--- config.mk ---
export PLATFORM = sky130hd
export DESIGN_NAME = lpm_device_flat
export DESIGN_NICKNAME = d
export VERILOG_FILES = /design/src/lpm_pkg.sv /design/src/lpm_link_if.sv /design/src/lpm_device.sv /design/src/lpm_pulse_meter.sv /design/src/flat_wrapper.sv
export SDC_FILE = /design/constraint.sdc
export NUM_CORES = 1
export LEC_CHECK = 0
export BUFFER_PORTS_ARGS = -buffer_cell sky130_fd_sc_hd__buf_2
export CAP_MARGIN = 20
export CORE_MARGIN = 1.5
export CORE_UTILIZATION = 45
export CTS_BUF_LIST = sky130_fd_sc_hd__clkbuf_4 sky130_fd_sc_hd__clkbuf_8
export DETAILED_ROUTE_END_ITERATION = 10
export PLACE_DENSITY = 0.58
export REMOVE_ABC_BUFFERS = 1
export SLEW_MARGIN = 20
export SYNTH_ARGS = -nofsm -noshare
export SYNTH_HDL_FRONTEND = slang
export SYNTH_SLANG_ARGS = --single-unit
--- constraint.sdc ---
create_clock -name i_clock -period 11.15 [get_ports i_clock]
set_input_delay 2.23 -clock i_clock [delete_from_list [all_inputs] [get_ports i_clock]]
set_output_delay 2.23 -clock i_clock [all_outputs]
set_load 0.02 [all_outputs]
--- src/lpm_pkg.sv ---
// Shared constants and types for the LED driver pulse-mode control link
package lpm_pkg;

  // ----------------------------------------------------------------
  // Timebase
  // ----------------------------------------------------------------
  localparam int CLK_MHZ = 50;
  localparam int CW      = 20;

  // ----------------------------------------------------------------
  // Nominal host timing, microseconds except the _MS and _KHZ entries
  // ----------------------------------------------------------------
  localparam int PWM_SELECT_PULSE_WIDTH_US    = 100;
  localparam int SERIAL_SELECT_PULSE_WIDTH_US = 300;
  localparam int MODE_SETTLE_LOW_TIME_US      = 200;
  localparam int ZERO_BIT_PULSE_WIDTH_US      = 5;
  localparam int ONE_BIT_PULSE_WIDTH_US       = 15;
  localparam int BIT_GAP_LOW_TIME_US          = 5;
  localparam int END_OF_COMMAND_LOW_TIME_US   = 300;
  localparam int SHUTDOWN_LOW_TIME_MS         = 10;
  localparam int SHUTDOWN_HOLD_TIME_MS        = 11;
  localparam int AUTO_PWM_MIN_FREQ_KHZ        = 5;

  // ----------------------------------------------------------------
  // Device acceptance windows, microseconds
  // ----------------------------------------------------------------
  localparam int PWM_SEL_MIN_US = 80;
  localparam int PWM_SEL_MAX_US = 150;
  localparam int SER_SEL_MIN_US = 250;
  localparam int SER_SEL_MAX_US = 400;
  localparam int BIT0_MIN_US    = 2;
  localparam int BIT0_MAX_US    = 9;
  localparam int BIT1_MIN_US    = 10;
  localparam int BIT1_MAX_US    = 25;
  localparam int SETTLE_MIN_US  = 150;
  localparam int EOC_MIN_US     = 250;

  // ----------------------------------------------------------------
  // Cycle counts derived from the times above
  // ----------------------------------------------------------------
  localparam logic [CW-1:0] PWM_SEL_CYC  = CW'(PWM_SELECT_PULSE_WIDTH_US * CLK_MHZ);
  localparam logic [CW-1:0] SER_SEL_CYC  = CW'(SERIAL_SELECT_PULSE_WIDTH_US * CLK_MHZ);
  localparam logic [CW-1:0] SETTLE_CYC   = CW'(MODE_SETTLE_LOW_TIME_US * CLK_MHZ);
  localparam logic [CW-1:0] BIT0_CYC     = CW'(ZERO_BIT_PULSE_WIDTH_US * CLK_MHZ);
  localparam logic [CW-1:0] BIT1_CYC     = CW'(ONE_BIT_PULSE_WIDTH_US * CLK_MHZ);
  localparam logic [CW-1:0] GAP_CYC      = CW'(BIT_GAP_LOW_TIME_US * CLK_MHZ);
  localparam logic [CW-1:0] EOC_CYC      = CW'(END_OF_COMMAND_LOW_TIME_US * CLK_MHZ);
  localparam logic [CW-1:0] SHDN_CYC     = CW'(SHUTDOWN_LOW_TIME_MS * 1000 * CLK_MHZ);
  localparam logic [CW-1:0] SHDN_HOLD_CYC = CW'(SHUTDOWN_HOLD_TIME_MS * 1000 * CLK_MHZ);
  localparam logic [CW-1:0] AUTO_PER_CYC = CW'(1000 * CLK_MHZ / AUTO_PWM_MIN_FREQ_KHZ);
  localparam logic [CW-1:0] PWM_SEL_MIN_CYC = CW'(PWM_SEL_MIN_US * CLK_MHZ);
  localparam logic [CW-1:0] PWM_SEL_MAX_CYC = CW'(PWM_SEL_MAX_US * CLK_MHZ);
  localparam logic [CW-1:0] SER_SEL_MIN_CYC = CW'(SER_SEL_MIN_US * CLK_MHZ);
  localparam logic [CW-1:0] SER_SEL_MAX_CYC = CW'(SER_SEL_MAX_US * CLK_MHZ);
  localparam logic [CW-1:0] BIT0_MIN_CYC    = CW'(BIT0_MIN_US * CLK_MHZ);
  localparam logic [CW-1:0] BIT0_MAX_CYC    = CW'(BIT0_MAX_US * CLK_MHZ);
  localparam logic [CW-1:0] BIT1_MIN_CYC    = CW'(BIT1_MIN_US * CLK_MHZ);
  localparam logic [CW-1:0] BIT1_MAX_CYC    = CW'(BIT1_MAX_US * CLK_MHZ);
  localparam logic [CW-1:0] SETTLE_MIN_CYC  = CW'(SETTLE_MIN_US * CLK_MHZ);
  localparam logic [CW-1:0] EOC_MIN_CYC     = CW'(EOC_MIN_US * CLK_MHZ);

  // ----------------------------------------------------------------
  // Command format and current codes
  // ----------------------------------------------------------------
  localparam int         CMD_BITS    = 16;
  localparam logic [7:0] CMD_UPPER   = 8'h04;
  localparam logic [7:0] PRESET_20MA = 8'h9f;
  localparam logic [7:0] PRESET_25MA = 8'hc7;
  localparam logic [7:0] PRESET_30MA = 8'hef;
  localparam logic [7:0] CODE_RESET  = 8'h00;

  typedef enum logic [2:0] {
    MODE_OFF,
    MODE_SELECT,
    MODE_SERIAL,
    MODE_PWM,
    MODE_ERROR
  } lpm_mode_e;

endpackage

--- src/lpm_link_if.sv ---
// Enable/dimming pin between host controller and LED driver
`timescale 1ns/1ps
`default_nettype none
interface lpm_link_if;
  logic en_pin;
  modport host (output en_pin);
  modport dev  (input en_pin);
endinterface
`default_nettype wire

--- src/lpm_device.sv ---
// LED driver end: mode selection, serial current command and PWM gating
`timescale 1ns/1ps
`default_nettype none
module lpm_device #(
  parameter logic [7:0]  PRESET_CODE  = lpm_pkg::PRESET_30MA,
  parameter logic [19:0] SHDN_CYCLES  = lpm_pkg::SHDN_CYC,
  parameter logic [19:0] ERROR_CYCLES = lpm_pkg::SHDN_CYC
) (
  // Clock and reset
  input  wire logic          i_clock,
  input  wire logic          i_rstn,
  // Link from host
  lpm_link_if.dev            link,
  // Temperature indications, asynchronous
  input  wire logic          i_temp_over,
  input  wire logic          i_temp_cooled,
  // Regulator control
  output logic               o_led_on,
  output logic [7:0]         o_current_code,
  output logic               o_converter_on,
  output logic               o_thermal_shdn,
  output logic               o_cmd_error,
  output lpm_pkg::lpm_mode_e o_mode
);
  localparam int CW = lpm_pkg::CW;
  typedef enum logic [2:0] {
    ST_OFF,
    ST_FIRST,
    ST_SETTLE,
    ST_AUTO,
    ST_CMD,
    ST_CONFIRM,
    ST_PWM,
    ST_ERROR
  } lpm_dev_state_e;
  // ----------------------------------------------------------------
  // Input synchronisers
  // ----------------------------------------------------------------
  logic [2:0] sync1_q;
  logic [2:0] sync2_q;
  // Pin one cycle late, so it lines up with the meter's edge events
  logic       level_q;
  always_ff @(posedge i_clock or negedge i_rstn) begin
    if (!i_rstn) begin
      sync1_q <= 3'h0;
      sync2_q <= 3'h0;
      level_q <= 1'b0;
    end else begin
      sync1_q <= {i_temp_cooled, i_temp_over, link.en_pin};
      sync2_q <= sync1_q;
      level_q <= sync2_q[0];
    end
  end

  logic pin, hot, cooled, level;
  assign pin    = sync2_q[0];
  assign hot    = sync2_q[1];
  assign cooled = sync2_q[2];
  assign level  = level_q;

  // ----------------------------------------------------------------
  // Pulse measurement
  // ----------------------------------------------------------------
  logic          rise, fall;
  logic [CW-1:0] width, run;
  lpm_pulse_meter #(.CW(CW)) u_meter (
    .i_clock (i_clock),
    .i_rstn  (i_rstn),
    .i_level (pin),
    .o_rise  (rise),
    .o_fall  (fall),
    .o_width (width),
    .o_run   (run)
  );

  // ----------------------------------------------------------------
  // Mode state machine
  // ----------------------------------------------------------------
  lpm_dev_state_e state_q, state_d;
  logic [15:0]    shift_q, shift_d;
  logic [4:0]     nbits_q, nbits_d;
  logic [CW-1:0]  hi_q, hi_d;
  logic [CW-1:0]  err_q, err_d;
  logic [7:0]     code_q, code_d;
  logic           bit_ok;
  logic           bit_val;
  always_comb begin
    // Bit classified purely by its high time
    bit_val = (width >= lpm_pkg::BIT1_MIN_CYC) && (width <= lpm_pkg::BIT1_MAX_CYC);
    bit_ok  = bit_val ||
              ((width >= lpm_pkg::BIT0_MIN_CYC) && (width <= lpm_pkg::BIT0_MAX_CYC));
    state_d = state_q;
    shift_d = shift_q;
    nbits_d = nbits_q;
    hi_d    = hi_q;
    err_d   = '0;
    code_d  = code_q;
    case (state_q)
      ST_OFF: begin
        if (rise) begin
          state_d = ST_FIRST;
        end
      end
      ST_FIRST: begin
        if (fall) begin
          if (width >= lpm_pkg::PWM_SEL_MIN_CYC && width <= lpm_pkg::PWM_SEL_MAX_CYC) begin
            state_d = ST_SETTLE;
          end else if (width >= lpm_pkg::SER_SEL_MIN_CYC && width <= lpm_pkg::SER_SEL_MAX_CYC) begin
            state_d = ST_CMD;
            nbits_d = 5'h0;
            shift_d = 16'h0000;
          end else if (width < lpm_pkg::AUTO_PER_CYC) begin
            state_d = ST_AUTO;
            hi_d    = width;
          end else begin
            state_d = ST_ERROR;
          end
        end else if (level && run > lpm_pkg::SER_SEL_MAX_CYC) begin
          // A fully-on input never selects a mode
          state_d = ST_ERROR;
        end
      end
      ST_SETTLE: begin
        if (rise) begin
          state_d = ST_ERROR;
        end else if (run >= lpm_pkg::SETTLE_MIN_CYC) begin
          state_d = ST_PWM;
          code_d  = PRESET_CODE;
        end
      end
      ST_AUTO: begin
        // One short, fast period is enough to recognise dimming
        if (rise) begin
          if (hi_q < width && (hi_q + width) < lpm_pkg::AUTO_PER_CYC) begin
            state_d = ST_PWM;
            code_d  = PRESET_CODE;
          end else begin
            state_d = ST_ERROR;
          end
        end else if (run >= lpm_pkg::AUTO_PER_CYC) begin
          state_d = ST_ERROR;
        end
      end
      ST_CMD: begin
        if (fall) begin
          if (!bit_ok) begin
            state_d = ST_ERROR;
          end else begin
            shift_d = {shift_q[14:0], bit_val};
            nbits_d = nbits_q + 5'h1;
            if (nbits_q == 5'(lpm_pkg::CMD_BITS - 1)) begin
              state_d = ST_CONFIRM;
            end
          end
        end else if (!level && run >= lpm_pkg::EOC_MIN_CYC) begin
          // Command cut short
          state_d = ST_ERROR;
        end
      end
      ST_CONFIRM: begin
        if (rise) begin
          state_d = ST_ERROR;
        end else if (run >= lpm_pkg::EOC_MIN_CYC) begin
          if (shift_q[15:8] == lpm_pkg::CMD_UPPER) begin
            state_d = ST_PWM;
            code_d  = shift_q[7:0];
          end else begin
            state_d = ST_ERROR;
          end
        end
      end
      ST_PWM: begin
        // No decoding here: only a restart through shutdown reprograms
        state_d = ST_PWM;
      end
      ST_ERROR: begin
        err_d = err_q + CW'(1);
        if (err_q >= ERROR_CYCLES - CW'(1)) begin
          state_d = ST_OFF;
        end
      end
      default: begin
        state_d = ST_OFF;
      end
    endcase
    if (state_q != ST_OFF && !level && !rise && run >= SHDN_CYCLES) begin
      state_d = ST_OFF;
    end
  end
  always_ff @(posedge i_clock or negedge i_rstn) begin
    if (!i_rstn) begin
      state_q <= ST_OFF;
      shift_q <= 16'h0000;
      nbits_q <= 5'h0;
      hi_q    <= '0;
      err_q   <= '0;
      code_q  <= lpm_pkg::CODE_RESET;
    end else begin
      state_q <= state_d;
      shift_q <= shift_d;
      nbits_q <= nbits_d;
      hi_q    <= hi_d;
      err_q   <= err_d;
      code_q  <= code_d;
    end
  end

  // ----------------------------------------------------------------
  // Thermal protection
  // ----------------------------------------------------------------
  logic therm_q, therm_d;
  always_comb begin
    therm_d = therm_q;
    if (cooled) begin
      therm_d = 1'b0;
    end
    // Trip wins over a simultaneous cool indication
    if (hot) begin
      therm_d = 1'b1;
    end
  end
  always_ff @(posedge i_clock or negedge i_rstn) begin
    if (!i_rstn) begin
      therm_q <= 1'b0;
    end else begin
      therm_q <= therm_d;
    end
  end

  // ----------------------------------------------------------------
  // Registered outputs
  // ----------------------------------------------------------------
  logic               led_q, led_d;
  logic               conv_q, conv_d;
  logic               cerr_q, cerr_d;
  lpm_pkg::lpm_mode_e mode_q, mode_d;
  always_comb begin
    // LEDs follow each dimming pulse at the stored current
    led_d  = (state_d == ST_PWM) && pin && !therm_d;
    conv_d = (state_d != ST_OFF) && (state_d != ST_ERROR) && !therm_d;
    cerr_d = (state_d == ST_ERROR);
    case (state_d)
      ST_OFF:               mode_d = lpm_pkg::MODE_OFF;
      ST_CMD, ST_CONFIRM:   mode_d = lpm_pkg::MODE_SERIAL;
      ST_PWM:               mode_d = lpm_pkg::MODE_PWM;
      ST_ERROR:             mode_d = lpm_pkg::MODE_ERROR;
      default:              mode_d = lpm_pkg::MODE_SELECT;
    endcase
  end

  always_ff @(posedge i_clock or negedge i_rstn) begin
    if (!i_rstn) begin
      led_q  <= 1'b0;
      conv_q <= 1'b0;
      cerr_q <= 1'b0;
      mode_q <= lpm_pkg::MODE_OFF;
    end else begin
      led_q  <= led_d;
      conv_q <= conv_d;
      cerr_q <= cerr_d;
      mode_q <= mode_d;
    end
  end

  assign o_led_on       = led_q;
  assign o_current_code = code_q;
  assign o_converter_on = conv_q;
  assign o_thermal_shdn = therm_q;
  assign o_cmd_error    = cerr_q;
  assign o_mode         = mode_q;
endmodule
`default_nettype wire

--- src/lpm_pulse_meter.sv ---
// Measures the length of each high and low phase of a synchronised level
`timescale 1ns/1ps
`default_nettype none
module lpm_pulse_meter #(
  parameter int CW = 20
) (
  // Clock and reset
  input  wire logic          i_clock,
  input  wire logic          i_rstn,
  // Synchronised level
  input  wire logic          i_level,
  // Edge events and widths
  output logic               o_rise,
  output logic               o_fall,
  output logic [CW-1:0]      o_width,
  output logic [CW-1:0]      o_run
);

  logic          level_q, level_d;
  logic [CW-1:0] run_q, run_d;
  logic [CW-1:0] width_q, width_d;
  logic          rise_q, rise_d;
  logic          fall_q, fall_d;

  always_comb begin
    level_d = i_level;
    rise_d  = i_level && !level_q;
    fall_d  = !i_level && level_q;
    width_d = width_q;
    run_d   = run_q;
    if (i_level != level_q) begin
      // Width of the phase just ended; new phase counts its first cycle
      width_d = run_q;
      run_d   = CW'(1);
    end else if (run_q != {CW{1'b1}}) begin
      // Saturate so a very long low never wraps into a short one
      run_d = run_q + CW'(1);
    end
  end

  always_ff @(posedge i_clock or negedge i_rstn) begin
    if (!i_rstn) begin
      level_q <= 1'b0;
      run_q   <= '0;
      width_q <= '0;
      rise_q  <= 1'b0;
      fall_q  <= 1'b0;
    end else begin
      level_q <= level_d;
      run_q   <= run_d;
      width_q <= width_d;
      rise_q  <= rise_d;
      fall_q  <= fall_d;
    end
  end

  assign o_rise  = rise_q;
  assign o_fall  = fall_q;
  assign o_width = width_q;
  assign o_run   = run_q;

endmodule
`default_nettype wire

--- src/flat_wrapper.sv ---
// flat-port wrapper written by rule: the top's interface ports become plain ports
module lpm_device_flat 
#(
  parameter logic [7:0]  PRESET_CODE  = lpm_pkg::PRESET_30MA,
  parameter logic [19:0] SHDN_CYCLES  = lpm_pkg::SHDN_CYC,
  parameter logic [19:0] ERROR_CYCLES = lpm_pkg::SHDN_CYC
)
  (i_clock, i_rstn, i_temp_over, i_temp_cooled, o_led_on, o_current_code, o_converter_on, o_thermal_shdn, o_cmd_error, o_mode, link_en_pin);
  lpm_link_if link_i ();
  input  wire logic i_clock;
  input  wire logic i_rstn;
  input  wire logic i_temp_over;
  input  wire logic i_temp_cooled;
  output logic o_led_on;
  output logic [7:0] o_current_code;
  output logic o_converter_on;
  output logic o_thermal_shdn;
  output logic o_cmd_error;
  output lpm_pkg::lpm_mode_e o_mode;
  input wire logic [$bits(link_i.en_pin)-1:0] link_en_pin;
  assign link_i.en_pin = link_en_pin;
  lpm_device #(.PRESET_CODE(PRESET_CODE), .SHDN_CYCLES(SHDN_CYCLES), .ERROR_CYCLES(ERROR_CYCLES)) u_core (.i_clock(i_clock), .i_rstn(i_rstn), .link(link_i), .i_temp_over(i_temp_over), .i_temp_cooled(i_temp_cooled), .o_led_on(o_led_on), .o_current_code(o_current_code), .o_converter_on(o_converter_on), .o_thermal_shdn(o_thermal_shdn), .o_cmd_error(o_cmd_error), .o_mode(o_mode));
endmodule
==> run metrics, run 1 <==
synthesized flop and latch total=128; drt first pass iters=5; MaxCap Viol Count=0; register-to-register path setup slack=approximately 7300 ps; sequential area share after synthesis=43.0%; chip width=about 130 um; drt via density=5.76; # Post-CTS Setup Buffers=0; RR Startpoint=u_core.u_meter.o_width[5]; CP startpoint=u_core.u_meter.o_width[5]; max-slew headroom at the worst pin=about 35%; crit start category=flop; worst hold path cell count=0; Post-Syn Area=7450 um2; Warnings, synthesis=0; Synth top area share=roughly 43%; worst min-delay path class=flop to flop; RR Endpoint=u_core.o_current_code[6]; dpl hpwl=12400 um; die area=17300 um2; Total Neg Setup Slack=0 ps; number of synthesized flops with an enable pin=0; Total GRT Usage=around a fifth; RSZ-0062 raised after global routing=false; number of antenna violations at the first check in global routing=0; num rows=46; Max Root-Sink Buffers=2; required time of the critical path=between 10000 and 15000 ps; Synth cell types=69; per-cell routed wire length=around 17 um; Max IR drop VDD=0.0941 mV; status=finished clean; fin crit period=between 3000 and 4000 ps; Slew Viols, Final=0; share of cells above drive strength 1=~11%; clock latency on the worst-skew pair=450 ps; Ant. Diodes=0; filler cell count=1521; critical path endpoint category=flop; num ports=20; Post-synth top cells=dfrtp_1 (128), nor2_1 (77), nand2_1 (61); fmax=roughly 260 MHz; worst path arrival time=around 4200 ps; Placeable Area=16000 um2; GR Overflow Total=0; critical path depth=11; mean post-synth cell area=approximately 9.5 um2; CTS H-Tree Depth=4; area of the multi-input gates=3930 um2; Setup crit end=u_core.o_current_code[6]; Initial Utilization=a little under half; Seq. cell area=approximately 3200 um2; P_leak=about 0.0037 uW; Yosys top cell by area=dfrtp_1; family with the most delay on the worst path=compound AO/OA/AOI/OAI gates; Cells after Synth=just under 800; Final Setup Violations=0; worst path cell trace=inv_1, ha_1, or3_1, o211a_1, o31a_1, or4_4, mux2_4, nor4_4, a31oi_4, a21oi_4, o22a_1; Final nets=841; Synth area leaders=dfrtp_1 (43%), ha_1 (7.4%), nor2_1 (3.9%); Area Overhead vs Synth=9.17%; CTS tree=done; Final period util=between 30 and 40%; cts hold-fix bufs=0; first-pass GRT wire length=29100 um; total CTS buffers=17; largest net degree at the start of global routing=73; DRC=0; slew of the pin with the lowest slew margin=between 900 and 1000 ps; Die Height=between 100 and 150 um; IO Port Bufs=19; vias in the first global route=about 5600; initial drt markers=471; Worst-path clk slew=~80 ps; RePlAce Congestion=roughly 0.92; worst path bufs/invs=1; post-CTS sizing=0; share of synthesized registers carrying an async set or reset=between 90% and 100%; final core utilization=between 50 and 60%; ANT nets after route=0; path depth of the worst reg2reg path=11; Clock Sinks=about 130; Root Buffer=clkbuf_8; Via Count=between 5000 and 6000; Post-Route WL=approximately 17000 um; Clock Skew=roughly 13 ps; Power Density=145 nW/um2; prevailing post-synth register cell=dfrtp_1; critical path's largest stage delay=roughly 500 ps; worst-path maximum fanout=9; Setup CP Type=flop to flop; Final Hold Fails=0; Max stage delay cell, worst path=or4_4; most frequent cell after synthesis=dfrtp_1
## registers in the layout (all words and copies together), names as in the netlist
signal / cells
u_core.sync2_q: 3
u_core.o_led_on: 1
u_core.u_meter.o_fall: 1
u_core.u_meter.o_run: 20
u_core.sync1_q: 3
u_core.state_q: 3
u_core.nbits_q: 5
u_core.u_meter.o_width: 20
u_core.o_mode: 3
u_core.hi_q: 20
u_core.level: 1
u_core.err_q: 20
u_core.o_current_code: 8
u_core.o_cmd_error: 1
u_core.o_thermal_shdn: 1
u_core.shift_q: 16
u_core.o_converter_on: 1
u_core.u_meter.o_rise: 1
## routing by layer
metal  vias to the layer above  track usage, %  wire length, um
met5                         -               0                0
met2                       168            31.9             8010
met3                        27            4.55              801
li1                       2841               -                -
met4                         0            7.35              304
met1                      2849            28.8             8210
## where the power goes
group	internal, uW	switching (uW)
sequential	496	37.5
combinational	81.4	128
clock	238	203
total	815	368
## layout make-up
| cell class | instances | area share (%) |
|---|---|---|
| multi-input combinational | 577 | 48.4 |
| sequential | 128 | 39.4 |
| clock inverter | 13 | 2.14 |
| clock buffer | 19 | 3.22 |
| timing repair buffer | 21 | 1.39 |
| tap | 216 | 3.32 |
| inverter | 47 | 2.17 |
## cell families (layout without fill, tap and decap cells)
| logic type | after synthesis | count (layout) | share of synthesized area [%] |
|---|---|---|---|
| buffers and inverters | 83 | 100 | 4.18 |
| AND/OR/NAND/NOR | 286 | 286 | 19.5 |
| XOR/XNOR | 40 | 40 | 4.70 |
| flip-flops | 128 | 128 | 43.0 |
| multiplexers | 24 | 24 | 3.80 |
| adder cells (fa/ha/maj) | 44 | 44 | 7.39 |
| AO/OA/AOI/OAI | 183 | 183 | 17.4 |
## through the flow
| step | instance area, um2 | setup WS [ps] | total power, uW | instances | hold slack (ps) |
|---|---|---|---|---|---|
| 6_report | 8130 | 7290 | 1180 | 1021 | 354 |
| 3_3_place_gp | 7690 | 7370 | 745 | 989 | 333 |
| 3_5_place_dp | 7690 | 7330 | 751 | 989 | 336 |
| 5_1_grt | 8130 | 7140 | 1240 | 1021 | 361 |
| 4_1_cts | 8130 | 7280 | 1200 | 1021 | 355 |
| 2_1_floorplan | 7310 | 7700 | 679 | 752 | 331 |
## worst min path at each step
stage                       from                 to  slack [ps]
6_report       u_core.sync1_q[0]  u_core.sync2_q[0]         350
5_1_grt        u_core.sync1_q[0]  u_core.sync2_q[0]         360
4_1_cts        u_core.sync1_q[0]  u_core.sync2_q[0]         360
3_5_place_dp   u_core.sync1_q[0]  u_core.sync2_q[0]         340
3_3_place_gp   u_core.sync1_q[1]  u_core.sync2_q[1]         330
2_1_floorplan  u_core.sync1_q[0]  u_core.sync2_q[0]         330
## cell usage in the layout (no fill, tap or decap), drive strengths merged, types with 10 or more instances in the layout
cell / Yosys / layout
nor3: 16 / 16
dfrtp: 128 / 128
nand3: 31 / 31
o21ai: 39 / 39
nor2: 77 / 77
ha: 44 / 44
nand4: 12 / 12
nor4: 15 / 15
o31ai: 10 / 10
xor2: 25 / 25
nor2b: 14 / 14
inv: 47 / 53
mux2: 21 / 21
a22o: 17 / 17
clkbuf: 34 / 19
a21oi: 37 / 37
and2: 11 / 11
and3: 12 / 12
xnor2: 15 / 15
buf: 2 / 21
or3: 10 / 10
nand2: 61 / 61
Note: power is estimated with default switching activity, not from simulation.
==> run 2, diff against run 1 <==
==> constraint.sdc (replaced) <==
create_clock -name i_clock -period 3.6 [get_ports i_clock]
set_input_delay 0.72 -clock i_clock [delete_from_list [all_inputs] [get_ports i_clock]]
set_output_delay 0.72 -clock i_clock [all_outputs]
set_load 0.02 [all_outputs]
==> run 2 against run 1 <==
Effect of this change:
- hold slack lost 2.8 ps
- fmax rose by 10%
- register-to-register slack lost 7200 ps
- critical path type unchanged
==> run metrics, run 2 (same netlist as run 1, synthesis figures left out) <==
status=finished clean (unchanged); DRC=0 (unchanged); RR Startpoint=u_core.u_meter.o_width[2] (was u_core.u_meter.o_width[5]); required time of the critical path=3910 ps (was 11530 ps); Worst-path clk slew=80 ps (about the same); CTS H-Tree Depth=4 (unchanged); Slew Viols, Final=0 (unchanged); Max Root-Sink Buffers=2 (unchanged); Power Density=438 nW/um2 (was 145 nW/um2); IO Port Bufs=19 (unchanged); number of antenna violations at the first check in global routing=0 (unchanged); fin crit period=3500 ps (was 3860 ps); drt first pass iters=5 (unchanged); most common cell after layout, fill and taps aside=dfrtp_1 (unchanged); slew of the pin with the lowest slew margin=869 ps (was 966 ps); vias in the first global route=5804 (was 5645); worst min-delay path class=input pin to asynchronous set/reset pin (was flop to flop); share of cells above drive strength 1=14.8% (was 10.8%); critical path endpoint category=flop (unchanged); per-cell routed wire length=16.9 um (was 17.0 um); Post-Layout Cell Count=1055 (was 1021); max-slew headroom at the worst pin=41.5% (was 35.5%); chip width=132 um (unchanged); first-pass GRT wire length=29600 um (was 29100 um); Final Hold Fails=0 (unchanged); Placeable Area=16000 um2 (unchanged); fmax=286 MHz (was 259 MHz); Final nets=875 (was 841); clock latency on the worst-skew pair=440 ps (was 450 ps); Clock Sinks=128 (unchanged); final core utilization=52.6% (was 50.8%); P_leak=0.00383 uW (was 0.00367 uW); cts hold-fix bufs=0 (unchanged); WHS=351 ps (was 354 ps); CP startpoint=u_core.u_meter.o_width[2] (was u_core.u_meter.o_width[5]); Final Setup Violations=0 (unchanged); Ant. Diodes=0 (unchanged); Cell Area, Placed=7960 um2 (was 7690 um2); crit start category=flop (unchanged); dpl hpwl=12800 um (was 12400 um); Final period util=97.3% (was 34.6%); GR Overflow Total=0 (unchanged); Post-Route WL=17800 um (was 17300 um); num ports=20 (unchanged); total CTS buffers=17 (unchanged); placed cell count=1022 (was 989); path depth of the worst reg2reg path=12 (was 11); Setup CP Type=flop to flop (unchanged); Total GRT Usage=21.1% (was 20.7%); most frequent cells in the layout=dfrtp_1 (128), nor2_1 (77), nand2_1 (61) (unchanged); register-to-register path setup slack=100 ps (was 7290 ps); Root Buffer=clkbuf_8 (unchanged); Area Overhead vs Synth=13.1% (was 9.17%); post-layout instance area=8420 um2 (was 8130 um2); drt via density=5.69 (was 5.76); worst path arrival time=3810 ps (was 4240 ps); Die Height=132 um (unchanged); Max IR drop VDD=0.272 mV (was 0.0941 mV); Initial Utilization=46.5% (unchanged); ANT nets after route=0 (unchanged); MaxCap Viol Count=0 (unchanged); num rows=46 (unchanged); Via Count=6001 (was 5885); worst-path maximum fanout=8 (was 9); die area=17300 um2 (unchanged); initial drt markers=373 (was 471); CTS tree=done (unchanged); RePlAce Congestion=0.903 (was 0.921); largest net degree at the start of global routing=70 (was 73); Clock Skew=16.2 ps (was 13.2 ps)
run 2: per-layer routing:
metal	up-vias	part of all wire [%]	GRT usage (%)
met1	2960	49	29.5
li1	2903	-	-
met5	-	0	0
met2	106	46	32.5
met3	32	2.7	3.90
met4	0	2.4	8.33
run 2: worst paths after layout:
path                                                   end
min in group i_clock                     u_core.sync2_q[2]
worst max-delay path              u_core.o_current_code[4]
worst min-delay path             u_core.u_meter.o_width[4]
worst max register to register    u_core.o_current_code[4]
max in group asynchronous       u_core.u_meter.o_width[17]
worst min register to register           u_core.sync2_q[2]
run 2: critical path, cell delays in order (launching register included):
cell and delay (ps):
dfrtp_1 410, inv_1 130, ha_4 220, and4bb_1 240
o31ai_1 130, o211a_1 270, o31a_1 330, or4_4 490
mux2_4 320, nor4_4 220, a31oi_4 200, a21oi_4 270
o22ai_1 130
run 2: timing repair:
action | in CTS | in global routing
gates resized for setup | 0 | 3
setup buffers | 0 | 1
endpoints found under the setup margin | 0 | 10
run 2: where the power goes:
| group | switching (uW) | internal [uW] | total (uW) |
|---|---|---|---|
| combinational | 408 | 285 | 692 |
| clock | 597 | 754 | 1350 |
| sequential | 112 | 1540 | 1650 |
| total | 1120 | 2570 | 3690 |
run 2: final cells by class:
class	instances	area, um2
sequential	128	3200
tap	216	270
timing repair buffer	55	380
multi-input combinational	577	3950
clock buffer	21	283
inverter	47	176
fill	1520	7580
clock inverter	11	153
run 2: per-stage QoR:
step	setup WS [ps]	TNS, ps	total power, uW
finish	97.4	0	3690
floorplan	146	0	2100
global route	-4.87	-12.8	3880
global placement	142	0	2330
detailed placement	69.5	0	2350
CTS	43.7	0	3710
